### src/include/fcct_regs.svh
/*
 * Register map, field positions, reset values and timing constants of the
 * four-channel capture/compare timer.
 * Assumes word addressing on a 5-bit register port with 16-bit data.
 */
`ifndef FCCT_REGS_SVH
`define FCCT_REGS_SVH

// ----------------------------------------------------------------------
// Register offsets
// ----------------------------------------------------------------------
`define FCCT_A_CTRL 5'h00
`define FCCT_A_IOS 5'h01
`define FCCT_A_OUTCTL 5'h02
`define FCCT_A_EDGE 5'h03
`define FCCT_A_FORCE 5'h04
`define FCCT_A_CH3 5'h05
`define FCCT_A_IRQEN 5'h06
`define FCCT_A_FLAGS 5'h07
`define FCCT_A_COUNT 5'h08
`define FCCT_A_CMP0 5'h09
`define FCCT_A_PACTL 5'h0d
`define FCCT_A_PAFLG 5'h0e
`define FCCT_A_PACNT 5'h0f
`define FCCT_A_PORT 5'h10
`define FCCT_A_DDR 5'h11

// ----------------------------------------------------------------------
// Field positions
// ----------------------------------------------------------------------
`define FCCT_CTRL_EN 0
`define FCCT_CTRL_FFC 1
`define FCCT_CTRL_COUNTER_RESET_ON_CH3 2
`define FCCT_CTRL_PS_LO 4
`define FCCT_PACTL_MODE 0
`define FCCT_PACTL_POL 1
`define FCCT_PACTL_EN 2
`define FCCT_IRQEN_PAI 4
`define FCCT_IRQEN_PAOV 5

// ----------------------------------------------------------------------
// Reset values and timing
// ----------------------------------------------------------------------
`define FCCT_RST16 16'h0000
`define FCCT_PS_MAX 3'h4
`define FCCT_DIV64_LAST 6'h3f
`define FCCT_PA_TOP 16'hffff
`endif

### src/include/fcct_pkg.sv
/*
 * Types shared by the capture/compare timer.
 * Assumes nothing beyond a SystemVerilog compiler.
 */
package fcct_pkg;
    // Compare output action, mode bit high, level bit low
    typedef enum logic [1:0] {
        FCCT_ACT_OFF = 2'h0,
        FCCT_ACT_TGL = 2'h1,
        FCCT_ACT_CLR = 2'h2,
        FCCT_ACT_SET = 2'h3
    } fcct_act_t;
endpackage : fcct_pkg

### src/hdl/fcct_timer.sv
/*
 * Four-channel 16-bit capture/compare timer with pulse accumulator,
 * channel-3 override and masked port transfer, on a plain register port.
 * Assumes pins are synchronous to i_clk and the pad wire is resolved from
 * o_pin_out and o_pin_oe outside.
 */
// The implementer's own choices: the register offsets and the address-and-strobe port.
`timescale 1ns/10ps
`include "fcct_regs.svh"

// Function
// - 16-bit counter, four capture/compare channels and a pulse accumulator.
// - Counter advances on module clock divided by prescaler picked by 3 bits.
// - Capture channel copies counter to its register on an active pin edge if its direction bit is clear.
// - Capture or compare sets channel flag; enabled flag requests interrupt.
// - Compare match sets, clears or toggles the pin per mode and level.
// - Mode and level both zero disconnect the pin from compare logic unless its channel-3 mask bit is set.
// - Force bit does compare action now without setting the flag.
// - Channel-3 compare overrides the compare outputs of masked compare channels.
// - Channel-3 compare copies masked channel-3 data bits into port data.
// - Counter reset on channel 3 clears counter, even in accumulator use.
// - Compare channel drives pin regardless of direction bit, left unchanged.
// - Port write to compare-owned pin only updates latch, shown later.
// - 16-bit accumulator; mode bit selects event or gated counting.
// - Event mode counts active edges and sets input flag; polarity picks edge.
// - Accumulator input flag requests interrupt when its enable is set.
// - Wrap from ffff to 0000 sets overflow flag; enabled it requests.
// - Event counting continues while timer enable bit is clear.
// - Gated mode counts divide-by-64 pulses while input at active level.
// - Gated mode sets input flag at trailing edge of active level.
// - Divide-by-64 pulses come from prescaler and stop with the timer.
// - Flags clear by writing one; zero leaves them.
// - With fast clear, any accumulator count access clears both its flags.
module fcct_timer #(
    parameter int NCH = 4
) (
    input wire logic i_clk,
    input wire logic i_rst_n,
    input wire logic [4:0] i_addr,
    input wire logic [15:0] i_wdata,
    input wire logic i_wr,
    input wire logic i_rd,
    output logic [15:0] o_rdata,
    input wire logic [NCH-1:0] i_pin,
    output logic [NCH-1:0] o_pin_out,
    output logic [NCH-1:0] o_pin_oe,
    output logic [NCH+1:0] o_irq
);
    // ------------------------------------------------------------------
    // Decoding helpers
    // ------------------------------------------------------------------
    function automatic logic wr_at(input logic [4:0] a);
        return i_wr && (i_addr == a);
    endfunction : wr_at

    function automatic logic edge_hit(input logic [1:0] cfg,
                                      input logic prev, input logic cur);
        return (cfg[0] && !prev && cur) || (cfg[1] && prev && !cur);
    endfunction : edge_hit

    function automatic logic act_apply(input fcct_pkg::fcct_act_t act,
                                       input logic cur);
        unique case (act)
            fcct_pkg::FCCT_ACT_OFF: return cur;
            fcct_pkg::FCCT_ACT_TGL: return !cur;
            fcct_pkg::FCCT_ACT_CLR: return 1'b0;
            fcct_pkg::FCCT_ACT_SET: return 1'b1;
        endcase
    endfunction : act_apply

    // ------------------------------------------------------------------
    // State
    // ------------------------------------------------------------------
    logic [15:0] ctrl_q, ctrl_d;
    logic [NCH-1:0] ios_q, ios_d, ddr_q, ddr_d, port_q, port_d;
    logic [2*NCH-1:0] outctl_q, outctl_d, edge_q, edge_d;
    logic [NCH-1:0] mask_q, mask_d, c3dat_q, c3dat_d;
    logic [NCH+1:0] irqen_q, irqen_d;
    logic [NCH-1:0] flag_q, flag_d, oc_q, oc_d;
    logic [15:0] cnt_q, cnt_d;
    logic [15:0] cmp_q [NCH];
    logic [15:0] cmp_d [NCH];
    logic [5:0] pre_q, pre_d;
    logic [2:0] pactl_q, pactl_d;
    logic [1:0] paflg_q, paflg_d;
    logic [15:0] pacnt_q, pacnt_d;
    logic [NCH-1:0] s1_q, s2_q, s3_q;
    logic [NCH-1:0] pout_q, poe_q;
    logic [15:0] rdata_q, rdata_d;

    logic en, tick, div64, counter_reset_on_ch3, ffc;
    logic [3:0] ps_mask;
    logic [NCH-1:0] cap, match, force_hit, owned;
    logic pa_now, pa_prev, pa_inc, pa_edge, pa_trail, pa_touch, pa_wr;

    assign en = ctrl_q[`FCCT_CTRL_EN];
    assign counter_reset_on_ch3 = ctrl_q[`FCCT_CTRL_COUNTER_RESET_ON_CH3];
    assign ffc = ctrl_q[`FCCT_CTRL_FFC];

    // ------------------------------------------------------------------
    // Prescaler and counter
    // ------------------------------------------------------------------
    // Select 0..4 gives divide by 1..16, higher codes stay at 16
    always_comb begin
        logic [2:0] sel;
        sel = ctrl_q[`FCCT_CTRL_PS_LO +: 3];
        if (sel >= `FCCT_PS_MAX) begin
            ps_mask = 4'hf;
        end else begin
            ps_mask = 4'((5'h01 << sel) - 5'h01);
        end
    end

    assign tick = en && ((pre_q[3:0] & ps_mask) == ps_mask);
    // Gate clock shares the prescaler so it dies with the timer
    assign div64 = en && (pre_q == `FCCT_DIV64_LAST);

    always_comb begin
        pre_d = en ? pre_q + 6'h01 : 6'h00;
        cnt_d = cnt_q;
        if (tick) begin
            cnt_d = cnt_q + 16'h0001;
        end
        if (wr_at(`FCCT_A_COUNT)) begin
            cnt_d = i_wdata; // Else a write is lost at divide by one
        end
        if (match[3] && counter_reset_on_ch3) begin
            cnt_d = 16'h0000;
        end
    end

    always_ff @(posedge i_clk) begin
        if (!i_rst_n) begin
            pre_q <= 6'h00;
            cnt_q <= `FCCT_RST16;
        end else begin
            pre_q <= pre_d;
            cnt_q <= cnt_d;
        end
    end

    // ------------------------------------------------------------------
    // Pin synchronisers and per-channel events
    // ------------------------------------------------------------------
    // Pulses shorter than one clock may slip through unseen
    always_ff @(posedge i_clk) begin
        if (!i_rst_n) begin
            s1_q <= '0;
            s2_q <= '0;
            s3_q <= '0;
        end else begin
            s1_q <= i_pin;
            s2_q <= s1_q;
            s3_q <= s2_q;
        end
    end

    genvar g;
    generate
        for (g = 0; g < NCH; g++) begin : g_ch
            // Capture only on a pin set as input
            assign cap[g] = en && !ios_q[g] && !ddr_q[g] &&
                edge_hit(edge_q[2*g +: 2], s3_q[g], s2_q[g]);
            assign match[g] = tick && ios_q[g] &&
                (cnt_q == cmp_q[g]);
            assign force_hit[g] = wr_at(`FCCT_A_FORCE) && i_wdata[g] &&
                ios_q[g];
            // Pin belongs to compare logic unless off and unmasked
            assign owned[g] = en && ios_q[g] &&
                (outctl_q[2*g +: 2] != 2'h0 || mask_q[g]);
        end
    endgenerate

    // ------------------------------------------------------------------
    // Configuration, flags, compare registers and output latches
    // ------------------------------------------------------------------
    always_comb begin
        ctrl_d = wr_at(`FCCT_A_CTRL) ? i_wdata : ctrl_q;
        ios_d = wr_at(`FCCT_A_IOS) ? i_wdata[NCH-1:0] : ios_q;
        ddr_d = wr_at(`FCCT_A_DDR) ? i_wdata[NCH-1:0] : ddr_q;
        outctl_d = wr_at(`FCCT_A_OUTCTL) ? i_wdata[2*NCH-1:0] : outctl_q;
        edge_d = wr_at(`FCCT_A_EDGE) ? i_wdata[2*NCH-1:0] : edge_q;
        mask_d = wr_at(`FCCT_A_CH3) ? i_wdata[NCH-1:0] : mask_q;
        c3dat_d = wr_at(`FCCT_A_CH3) ? i_wdata[2*NCH-1:NCH] : c3dat_q;
        irqen_d = wr_at(`FCCT_A_IRQEN) ? i_wdata[NCH+1:0] : irqen_q;
        // Port writes land in the latch only; owned pins ignore it
        port_d = wr_at(`FCCT_A_PORT) ? i_wdata[NCH-1:0] : port_q;
        if (match[3]) begin
            // Transfer beats a port write in the same cycle
            port_d = (port_d & ~mask_q) | (c3dat_q & mask_q);
        end
        // Hardware set wins over a write-one clear
        flag_d = flag_q;
        if (wr_at(`FCCT_A_FLAGS)) begin
            flag_d = flag_q & ~i_wdata[NCH-1:0];
        end
        flag_d = flag_d | cap | match;
        for (int n = 0; n < NCH; n++) begin
            cmp_d[n] = wr_at(5'(`FCCT_A_CMP0 + n)) ? i_wdata : cmp_q[n];
            if (cap[n]) begin
                cmp_d[n] = cnt_q;
            end
            oc_d[n] = oc_q[n];
            if (match[n] || force_hit[n]) begin
                oc_d[n] = act_apply(fcct_pkg::fcct_act_t'(
                    outctl_q[2*n +: 2]), oc_q[n]);
            end
            if (match[3] && mask_q[n] && ios_q[n]) begin
                oc_d[n] = c3dat_q[n];
            end
        end
    end

    always_ff @(posedge i_clk) begin
        if (!i_rst_n) begin
            ctrl_q <= `FCCT_RST16;
            ios_q <= '0;
            ddr_q <= '0;
            outctl_q <= '0;
            edge_q <= '0;
            mask_q <= '0;
            c3dat_q <= '0;
            irqen_q <= '0;
            port_q <= '0;
            flag_q <= '0;
            oc_q <= '0;
            for (int n = 0; n < NCH; n++) begin
                cmp_q[n] <= `FCCT_RST16;
            end
        end else begin
            ctrl_q <= ctrl_d;
            ios_q <= ios_d;
            ddr_q <= ddr_d;
            outctl_q <= outctl_d;
            edge_q <= edge_d;
            mask_q <= mask_d;
            c3dat_q <= c3dat_d;
            irqen_q <= irqen_d;
            port_q <= port_d;
            flag_q <= flag_d;
            oc_q <= oc_d;
            for (int n = 0; n < NCH; n++) begin
                cmp_q[n] <= cmp_d[n];
            end
        end
    end

    // ------------------------------------------------------------------
    // Pulse accumulator on the channel-3 pin
    // ------------------------------------------------------------------
    // Polarity high means rising edge or high level is active
    assign pa_now = pactl_q[`FCCT_PACTL_POL] ? s2_q[3] : !s2_q[3];
    assign pa_prev = pactl_q[`FCCT_PACTL_POL] ? s3_q[3] : !s3_q[3];
    assign pa_edge = pactl_q[`FCCT_PACTL_EN] && !pactl_q[`FCCT_PACTL_MODE] &&
        pa_now && !pa_prev;
    assign pa_trail = pactl_q[`FCCT_PACTL_EN] &&
        pactl_q[`FCCT_PACTL_MODE] && pa_prev && !pa_now;
    assign pa_inc = pa_edge || (pactl_q[`FCCT_PACTL_EN] &&
        pactl_q[`FCCT_PACTL_MODE] && pa_now && div64);
    assign pa_wr = wr_at(`FCCT_A_PACNT);
    assign pa_touch = ffc && (i_wr || i_rd) && (i_addr == `FCCT_A_PACNT);

    always_comb begin
        pactl_d = wr_at(`FCCT_A_PACTL) ? i_wdata[2:0] : pactl_q;
        pacnt_d = pacnt_q;
        if (pa_inc) begin
            pacnt_d = pacnt_q + 16'h0001;
        end
        if (pa_wr) begin
            pacnt_d = i_wdata;
        end
        paflg_d = paflg_q;
        if (wr_at(`FCCT_A_PAFLG)) begin
            paflg_d = paflg_q & ~i_wdata[1:0];
        end
        if (pa_touch) begin
            paflg_d = 2'h0;
        end
        paflg_d[0] = paflg_d[0] || pa_edge || pa_trail;
        paflg_d[1] = paflg_d[1] ||
            (pa_inc && pacnt_q == `FCCT_PA_TOP);
    end

    always_ff @(posedge i_clk) begin
        if (!i_rst_n) begin
            pactl_q <= 3'h0;
            pacnt_q <= `FCCT_RST16;
            paflg_q <= 2'h0;
        end else begin
            pactl_q <= pactl_d;
            pacnt_q <= pacnt_d;
            paflg_q <= paflg_d;
        end
    end

    // ------------------------------------------------------------------
    // Pins, interrupt requests and read port
    // ------------------------------------------------------------------
    // Direction register is never altered by compare ownership
    always_ff @(posedge i_clk) begin
        if (!i_rst_n) begin
            pout_q <= '0;
            poe_q <= '0;
        end else begin
            poe_q <= owned | ddr_q;
            pout_q <= (owned & oc_q) | (~owned & port_q);
        end
    end

    assign o_pin_out = pout_q;
    assign o_pin_oe = poe_q;
    assign o_irq = {paflg_q, flag_q} & {irqen_q[`FCCT_IRQEN_PAOV],
        irqen_q[`FCCT_IRQEN_PAI], irqen_q[NCH-1:0]};

    always_comb begin
        rdata_d = 16'h0000;
        if (i_rd) begin
            unique case (i_addr)
                `FCCT_A_CTRL: rdata_d = ctrl_q;
                `FCCT_A_IOS: rdata_d[NCH-1:0] = ios_q;
                `FCCT_A_OUTCTL: rdata_d[2*NCH-1:0] = outctl_q;
                `FCCT_A_EDGE: rdata_d[2*NCH-1:0] = edge_q;
                `FCCT_A_CH3: rdata_d[2*NCH-1:0] = {c3dat_q, mask_q};
                `FCCT_A_IRQEN: rdata_d[NCH+1:0] = irqen_q;
                `FCCT_A_FLAGS: rdata_d[NCH-1:0] = flag_q;
                `FCCT_A_COUNT: rdata_d = cnt_q;
                `FCCT_A_PACTL: rdata_d[2:0] = pactl_q;
                `FCCT_A_PAFLG: rdata_d[1:0] = paflg_q;
                `FCCT_A_PACNT: rdata_d = pacnt_q;
                `FCCT_A_PORT: rdata_d[NCH-1:0] =
                    (ddr_q & port_q) | (~ddr_q & s2_q);
                `FCCT_A_DDR: rdata_d[NCH-1:0] = ddr_q;
                default: begin
                    for (int n = 0; n < NCH; n++) begin
                        if (i_addr == 5'(`FCCT_A_CMP0 + n)) begin
                            rdata_d = cmp_q[n];
                        end
                    end
                end
            endcase
        end
    end

    always_ff @(posedge i_clk) begin
        if (!i_rst_n) begin
            rdata_q <= 16'h0000;
        end else begin
            rdata_q <= rdata_d;
        end
    end

    assign o_rdata = rdata_q;
endmodule : fcct_timer

### config.mk
export PLATFORM = sky130hd
export DESIGN_NAME = fcct_timer
export DESIGN_NICKNAME = d
export VERILOG_FILES = /design/src/include/fcct_pkg.sv /design/src/hdl/fcct_timer.sv
export VERILOG_INCLUDE_DIRS = /design/src /design/src/include
export SDC_FILE = /design/constraint.sdc
export NUM_CORES = 1
export LEC_CHECK = 0
export BUFFER_PORTS_ARGS = -buffer_cell sky130_fd_sc_hd__buf_2
export CORE_MARGIN = 1
export CORE_UTILIZATION = 33
export CTS_CLUSTER_SIZE = 30
export DETAILED_ROUTE_END_ITERATION = 6
export PLACE_DENSITY = 0.6
export RECOVER_POWER = 100
export SYNTH_ARGS = -nofsm -noshare
export SYNTH_HDL_FRONTEND = slang
export SYNTH_SLANG_ARGS = --single-unit
### constraint.sdc
create_clock -name i_clk -period 3.1 [get_ports i_clk]
set_input_delay 0.465 -clock i_clk [delete_from_list [all_inputs] [get_ports i_clk]]
set_output_delay 0.465 -clock i_clk [all_outputs]
set_load 0.01 [all_outputs]
==> reports/metrics.yaml, run 1 <==
detailed_routing:
  num_vias: 10050
  via_per_inst: 5.712
  drt_pass1_iterations: 6
  drt-initial-drc-count: 1131
  drc: 0
  wl_per_cell_um: 21.69
  drt_wl_total_mm: 38.14
  antenna_left: 0
finish:
  seqCellArea_mm2: 0.004184
  finalNetCount: 1339
  layout-drive-gt1-share: 0.09819
  diodes: 0
  fin_area_mm2: 0.01230
  n_fill_cell: 3241
  multi_input_area_mm2: 0.006066
  area_growth_syn_to_layout_pct: 14.32
synthesis:
  syn_inst: 1278
  synth_edf_count: 0
  yosys-top-cells-area: "dfxtp_1 39%, mux2i_1 8.8%, xor2_1 5.9%, nor2_1 5.0%, a211oi_1 4.5%"
  syn_avg_cell_area_um2: 8.421
  post-synth-top-area-cell: "dfxtp_1"
  yosysWarnings: 0
  netlist_area_mm2: 0.01076
  synth_cell_types: 63
  synth_seq_cells: 209
  synth_nets: 1310
  synth_top_area_frac: 0.3888
  seq_area_frac_synth: 0.3888
  ys_async_sr_fraction: 0
  synth_ff_type: "dfxtp_1"
global_route:
  grt_most_used_layer: "met2"
  grt_use_met3: 0.03213
  grt_usage: 0.2259
  use_met2: 0.3496
  grt_pass1_wl_mm: 57.94
  grt_max_degree: 75
  use_met1: 0.3208
  overflow: 0
  grt_pass1_vias: 9347
  antenna_found_initial: 0
place:
  post-place-ws_ps: 384.3
  io_buffers: 58
  dpl_cell_area_mm2: 0.01156
  gp_congestion: 0.9297
  dp_hpwl_mm: 26.84
min_path:
  hold_class: "in -> reg"
  min_path_cells: 2
  min_to: "s1_q[0]"
  hold_start: "i_pin[0]"
worst_setup_path:
  cpPeakStageDelay_ps: 820
  slowest_stage: "clkbuf_1"
  crit_path_end_kind: "register"
  path_class: "in -> reg"
  critPathMaxFanout: 17
  rr_worst_depth: 6
  start_kind: "input pin"
  required_ps: 3520
  worstReg2RegEnd: "oc_q[0]"
  cp_cell_sequence: "clkbuf_1 -> nand2_1 -> nor3_1 -> clkbuf_1 -> nand2_1 -> buf_4 -> mux2i_1 -> a211oi_1"
  timing.rr.start: "pre_q[0]"
  crit_arrival_ps: 3340
  rrSetupSlack_ps: 350
timing:
  skew_ps: 21.17
  rsz0062_at_grt: "false"
  max_freq_ghz: 0.3433
  worst_slack_ps: 186.9
  maxSlewViolCount: 39
  setup_violations: 0
  min_period_over_period: 0.9397
  slew-limit-headroom: -0.1675
  worst_slew_pin_slew_ps: 1751
  hold_viol: 0
  holdWs_ps: 138.0
  fin_crit_ps: 2913
  tns_ps: 0
floorplanning:
  coreArea_mm2: 0.03180
  die-area_mm2: 0.03334
  fp-row-count: 65
  initial_core_util: 0.3384
  die_x_um: 182.6
  die_h_um: 182.6
  io_pins: 59
clock_tree:
  post_cts_buffers: 0
  cts.sinks: 209
  ctsResizeCount: 0
  cts_tree: "built"
  clockRootBuffer: "clkbuf_16"
  clk_path_buf_depth: 3
  cts_buffers: 25
  cts_max_level: 1
  clk_latency_ps: 530
  holdBufCountCts: 0
  path_clk_slew_ps: 60
power_and_ir_drop:
  peakVddDrop_v: 0.0003349
  pwr_density_cell_mw_per_mm2: 497.2
  cellLeakagePower_nw: 5.053
run:
  drv_cap: 1
status:
  violations: "capacitance limit, slew limit"
  status: "finished, violations left"
==> layer usage <==
| layer | vias to the layer above | share of wire | routed length (um) |
|---|---|---|---|
| li1 | 4658 | - | - |
| met1 | 4859 | 0.45 | 17070 |
| met2 | 457 | 0.43 | 16560 |
| met3 | 73 | 0.089 | 3398 |
| met4 | 0 | 0.029 | 1112 |
| met5 | - | 0 | 0 |
==> cells in the mapped netlist (13+ instances only) <==
| library cell | number |
|---|---|
| nand4_1 | 17 |
| xnor2_1 | 28 |
| inv_1 | 18 |
| a311oi_1 | 18 |
| nand3_1 | 63 |
| xor2_1 | 73 |
| a22oi_1 | 27 |
| mux2i_1 | 95 |
| nor4_1 | 13 |
| dfxtp_1 | 209 |
| nor3_1 | 13 |
| buf_2 | 13 |
| clkbuf_1 | 79 |
| a221oi_1 | 21 |
| o21ai_0 | 37 |
| a21oi_1 | 67 |
| a211oi_1 | 65 |
| nor2_1 | 143 |
| and2_1 | 26 |
| nand2_1 | 126 |
==> worst max-delay path by stage <==
stage / start / endpoint / slack [ps]
final: i_addr[0] / cmp_q[2][0] / 190
after global placement: pre_q[0] / oc_q[0] / 430
after CTS: pre_q[0] / oc_q[0] / 370
after detailed placement: pre_q[0] / oc_q[0] / 380
after floorplan: i_addr[4] / cmp_q[1][5] / 980
after global routing: i_addr[0] / cmp_q[2][7] / 100
==> sequential cells by signal, summed over array words and instances, names as in the netlist, 3 cells and up <==
| name | flops |
|---|---|
| irqen_q | 6 |
| ios_q | 4 |
| o_rdata | 16 |
| c3dat_q | 4 |
| o_pin_oe | 4 |
| oc_q | 4 |
| s2_q | 4 |
| flag_q | 4 |
| edge_q | 8 |
| s1_q | 4 |
| ctrl_q | 16 |
| pacnt_q | 16 |
| port_q | 4 |
| pactl_q | 3 |
| ddr_q | 4 |
| pre_q | 6 |
| mask_q | 4 |
| s3_q | 4 |
| outctl_q | 8 |
| cmp_q | 64 |
| o_pin_out | 4 |
| cnt_q | 16 |
==> logic make-up (layout without fill, tap and decap cells) <==
logic type | count (synthesis) | after routing | share of synthesized area
xor gates and xnor gates | 101 | 101 | 0.08220
buffers and inverters | 122 | 168 | 0.04523
AOI/OAI and AO/OA | 286 | 286 | 0.1847
adders and majority gates | 3 | 3 | 0.003488
DFF | 209 | 209 | 0.3888
muxes | 99 | 99 | 0.09255
and+or+nand+nor | 458 | 458 | 0.2030
==> cells in the final DEF, fill, tap and decap left out, types with 13 or more instances in the layout <==
master     count
mux2i_1       95
nand4_1       18
nand2_1      126
clkbuf_1      39
clkbuf_16     25
xnor2_1       28
a211oi_1      65
and2_1        17
buf_2         29
xor2_1        73
nor3_1        15
nand3_1       63
o21ai_0       37
nor4_1        13
dfxtp_1      209
a22oi_1       27
a221oi_1      21
nor2_1       143
a311oi_1      18
inv_1         17
a21oi_1       67
buf_4         37
==> report_power, final <==
part | total [mW] | switching [mW] | internal (mW)
Combinational | 0.324 | 0.235 | 0.0891
Clock | 3.05 | 1.20 | 1.85
Sequential | 2.74 | 0.0326 | 2.71
Total | 6.12 | 1.47 | 4.65
==> through the flow <==
stage          power (mW)    util  std cells
6_report            6.117  0.3869       1759
5_1_grt             6.319  0.3869       1759
4_1_cts             6.161  0.3901       1759
3_5_place_dp        3.121  0.3634       1715
3_3_place_gp        3.119  0.3634       1715
2_1_floorplan       2.977       -       1278
==> critical path, delay by kind of cell <==
kind            cells  cell delay, ps
buf+inv             3            1490
simple gates        3             950
compound gates      1             290
mux                 1             140
==> layout make-up <==
| cell class | count | share of cell area |
|---|---|---|
| Sequential cell | 209 | 0.3401 |
| Timing Repair Buffer | 106 | 0.04800 |
| Inverter | 18 | 0.005695 |
| Clock buffer | 28 | 0.05339 |
| Tap cell | 435 | 0.04424 |
| Multi-Input combinational cell | 947 | 0.4930 |
| Clock inverter | 16 | 0.01556 |
(Power assumes the default switching activity.)
==> run 2, diff against run 1 <==
==> constraint.sdc (replaced) <==
create_clock -name i_clk -period 3.1 [get_ports i_clk]
set_input_delay 0.62 -clock i_clk [delete_from_list [all_inputs] [get_ports i_clk]]
set_output_delay 0.62 -clock i_clk [all_outputs]
set_load 0.01 [all_outputs]
==> run 2 against run 1 <==
- clock-buffer cell count increased by 5
- first-iteration DRC count shrank 6.6%
- the flow still finishes with violations (capacitance limit, slew limit)
- critical path depth fell by 2
- power decreased by 2.8%
- clock power is 6% lower
- critical endpoint is now cnt_q[8]
- register-to-register slack improved by 20 ps
- final area fell by 0.36%
- sequential cell count stayed put
- global-route usage is 0.37 points higher
==> reports/metrics.yaml, run 2 (synthesis gave the netlist of run 1 again) <==
status:
  status: "finished, violations left"
  violations: "capacitance limit, slew limit"
finish:
  largest_reg_flops: 64  # unchanged
  final_cell_mix: "209 x dfxtp_1, 143 x nor2_1, 126 x nand2_1"
  area_growth_syn_to_layout_pct: 13.92
  fin_area_mm2: 0.01226  # -0.36%
  fin_cells: 1758  # -0.057%
  finalNetCount: 1342  # +0.22%
  post-route-util: 0.3855  # -0.001378
  top_register: "cmp_q"
  final_common_cell: "dfxtp_1"
  layout-drive-gt1-share: 0.09373  # -0.004461
  diodes: 0  # unchanged
  n_fill_cell: 3210  # -0.96%
clock_tree:
  cts_max_level: 1  # unchanged
  holdBufCountCts: 0  # unchanged
  clockRootBuffer: "clkbuf_16"
  path_clk_slew_ps: 60  # about the same
  post_cts_buffers: 0  # unchanged
  cts.sinks: 209  # unchanged
  cts_tree: "built"
  clk_latency_ps: 540  # about the same
  cts_buffers: 24  # -4.0%
  ctsResizeCount: 0  # unchanged
  clk_path_buf_depth: 3  # unchanged
worst_setup_path:
  critPathMaxFanout: 16  # -1
  rrSetupSlack_ps: 370  # +20 ps
  path_buf_inv: 0  # -3
  crit_path_end_kind: "register"
  worstReg2RegEnd: "cnt_q[8]"
  startpoint: "pre_q[0]"
  cpPeakStageDelay_ps: 780  # -40 ps
  path_class: "reg -> reg"
  slowest_stage: "a221oi_2"
  required_ps: 3480  # -40 ps
  cp_cell_sequence: "nand4_1 -> a221oi_2 -> nand4_4 -> nor3_4 -> a21o_2 -> a211oi_1"
  crit_end: "cnt_q[8]"
  rr_worst_depth: 6  # unchanged
  critical-path-top-delay-family: "compound AO/OA/AOI/OAI gates"
  timing.rr.start: "pre_q[0]"
  cp.depth: 6  # -2
  crit_arrival_ps: 3110  # -230 ps
  start_kind: "register"
timing:
  worst_slack_ps: 374.8  # +187.9 ps
  rsz0062_at_grt: "false"
  max_freq_ghz: 0.3669  # +6.9%
  min_period_over_period: 0.8791  # -0.06061
  fin_crit_ps: 2725  # -187.9 ps
  holdWs_ps: 286.3  # +148.4 ps
  setup_violations: 0  # unchanged
  hold_viol: 0  # unchanged
  slew-limit-headroom: -0.1627  # +0.004885
  tns_ps: 0  # unchanged
  maxSlewViolCount: 39  # unchanged
  worst_slew_pin_slew_ps: 1744  # -7.327 ps
  skew_ps: 35.97  # +14.80 ps
detailed_routing:
  num_vias: 10010  # -0.35%
  drt_pass1_iterations: 5  # -1
  wl_per_cell_um: 22.07  # +1.8%
  antenna_left: 0  # unchanged
  drt-initial-drc-count: 1056  # -6.6%
  via_per_inst: 5.695  # -0.29%
  drt_wl_total_mm: 38.81  # +1.7%
  drc: 0  # unchanged
place:
  dp_cells: 1719  # +0.23%
  gp_congestion: 0.9528  # +2.5%
  dpl_cell_area_mm2: 0.01159  # +0.26%
  dp_hpwl_mm: 27.14  # +1.1%
  io_buffers: 58  # unchanged
  post-place-ws_ps: 551.9  # +167.7 ps
floorplanning:
  die_x_um: 182.6  # unchanged
  initial_core_util: 0.3384  # unchanged
  die_h_um: 182.6  # unchanged
  fp-row-count: 65  # unchanged
  io_pins: 59  # unchanged
  die-area_mm2: 0.03334  # unchanged
  coreArea_mm2: 0.03180  # unchanged
global_route:
  antenna_found_initial: 0  # unchanged
  overflow: 0  # unchanged
  grt_pass1_vias: 9356  # +0.096%
  grt_pass1_wl_mm: 58.66  # +1.2%
  grt_max_degree: 49  # -35%
  grt_usage: 0.2295  # +0.003658
run:
  drv_cap: 1  # unchanged
power_and_ir_drop:
  cellLeakagePower_nw: 5.024  # -0.58%
  pwr_density_cell_mw_per_mm2: 485.1  # -2.4%
  p_total_mw: 5.946  # -2.8%
  peakVddDrop_v: 0.0003599  # +7.5%
min_path:
  hold_class: "in -> reg"
## run 2: cell types whose count changed in the layout (fill, tap and decap cells not counted), sizes merged
cell / delta
buf: -2
bufinv: -2
clkbuf: +11
clkinv: -6
clkinvlp: -2
## run 2: how the worst min path moves through the flow
stage	from	end	slack, ps	cells after the start
after floorplan	s1_q[0]	s2_q[0]	410	1
after global placement	s1_q[2]	s2_q[2]	410	1
after detailed placement	s1_q[3]	s2_q[3]	420	1
after CTS	i_pin[3]	s1_q[3]	280	2
after global routing	i_pin[3]	s1_q[3]	280	2
final	i_pin[3]	s1_q[3]	290	2
## run 2: power by group
part	switching (mW)	internal, mW	leakage, nW
registers	0.0320	2.71	1.69
logic	0.239	0.0908	2.95
clock network	1.16	1.72	0.386
## run 2: area by class of cell
| type | count | area (um2) | share of cell area |
|---|---|---|---|
| tap | 435 | 544.3 | 0.04440 |
| multi-input combinational | 947 | 6070 | 0.4951 |
| timing repair buffer | 110 | 603.1 | 0.04919 |
| clock inverter | 6 | 93.84 | 0.007655 |
| inverter | 18 | 70.07 | 0.005715 |
| clock buffer | 33 | 694.4 | 0.05664 |
| sequential | 209 | 4184 | 0.3413 |
## run 2: worst reg2reg max path, delay by kind of cell (launching register included)
kind               cells  cell delay, ps
AOI/OAI and AO/OA      3            1300
DFF                    1             430
and+or+nand+nor        3             850
## run 2: routing by layer
metal  wire length (um)  vias up  global-route usage
li1                   -     4662                   -
met1              17440     4864              0.3277
met2              17370      434              0.3621
met3               3181       52             0.03133
met4                818        0             0.05647
met5                  0        -                   0
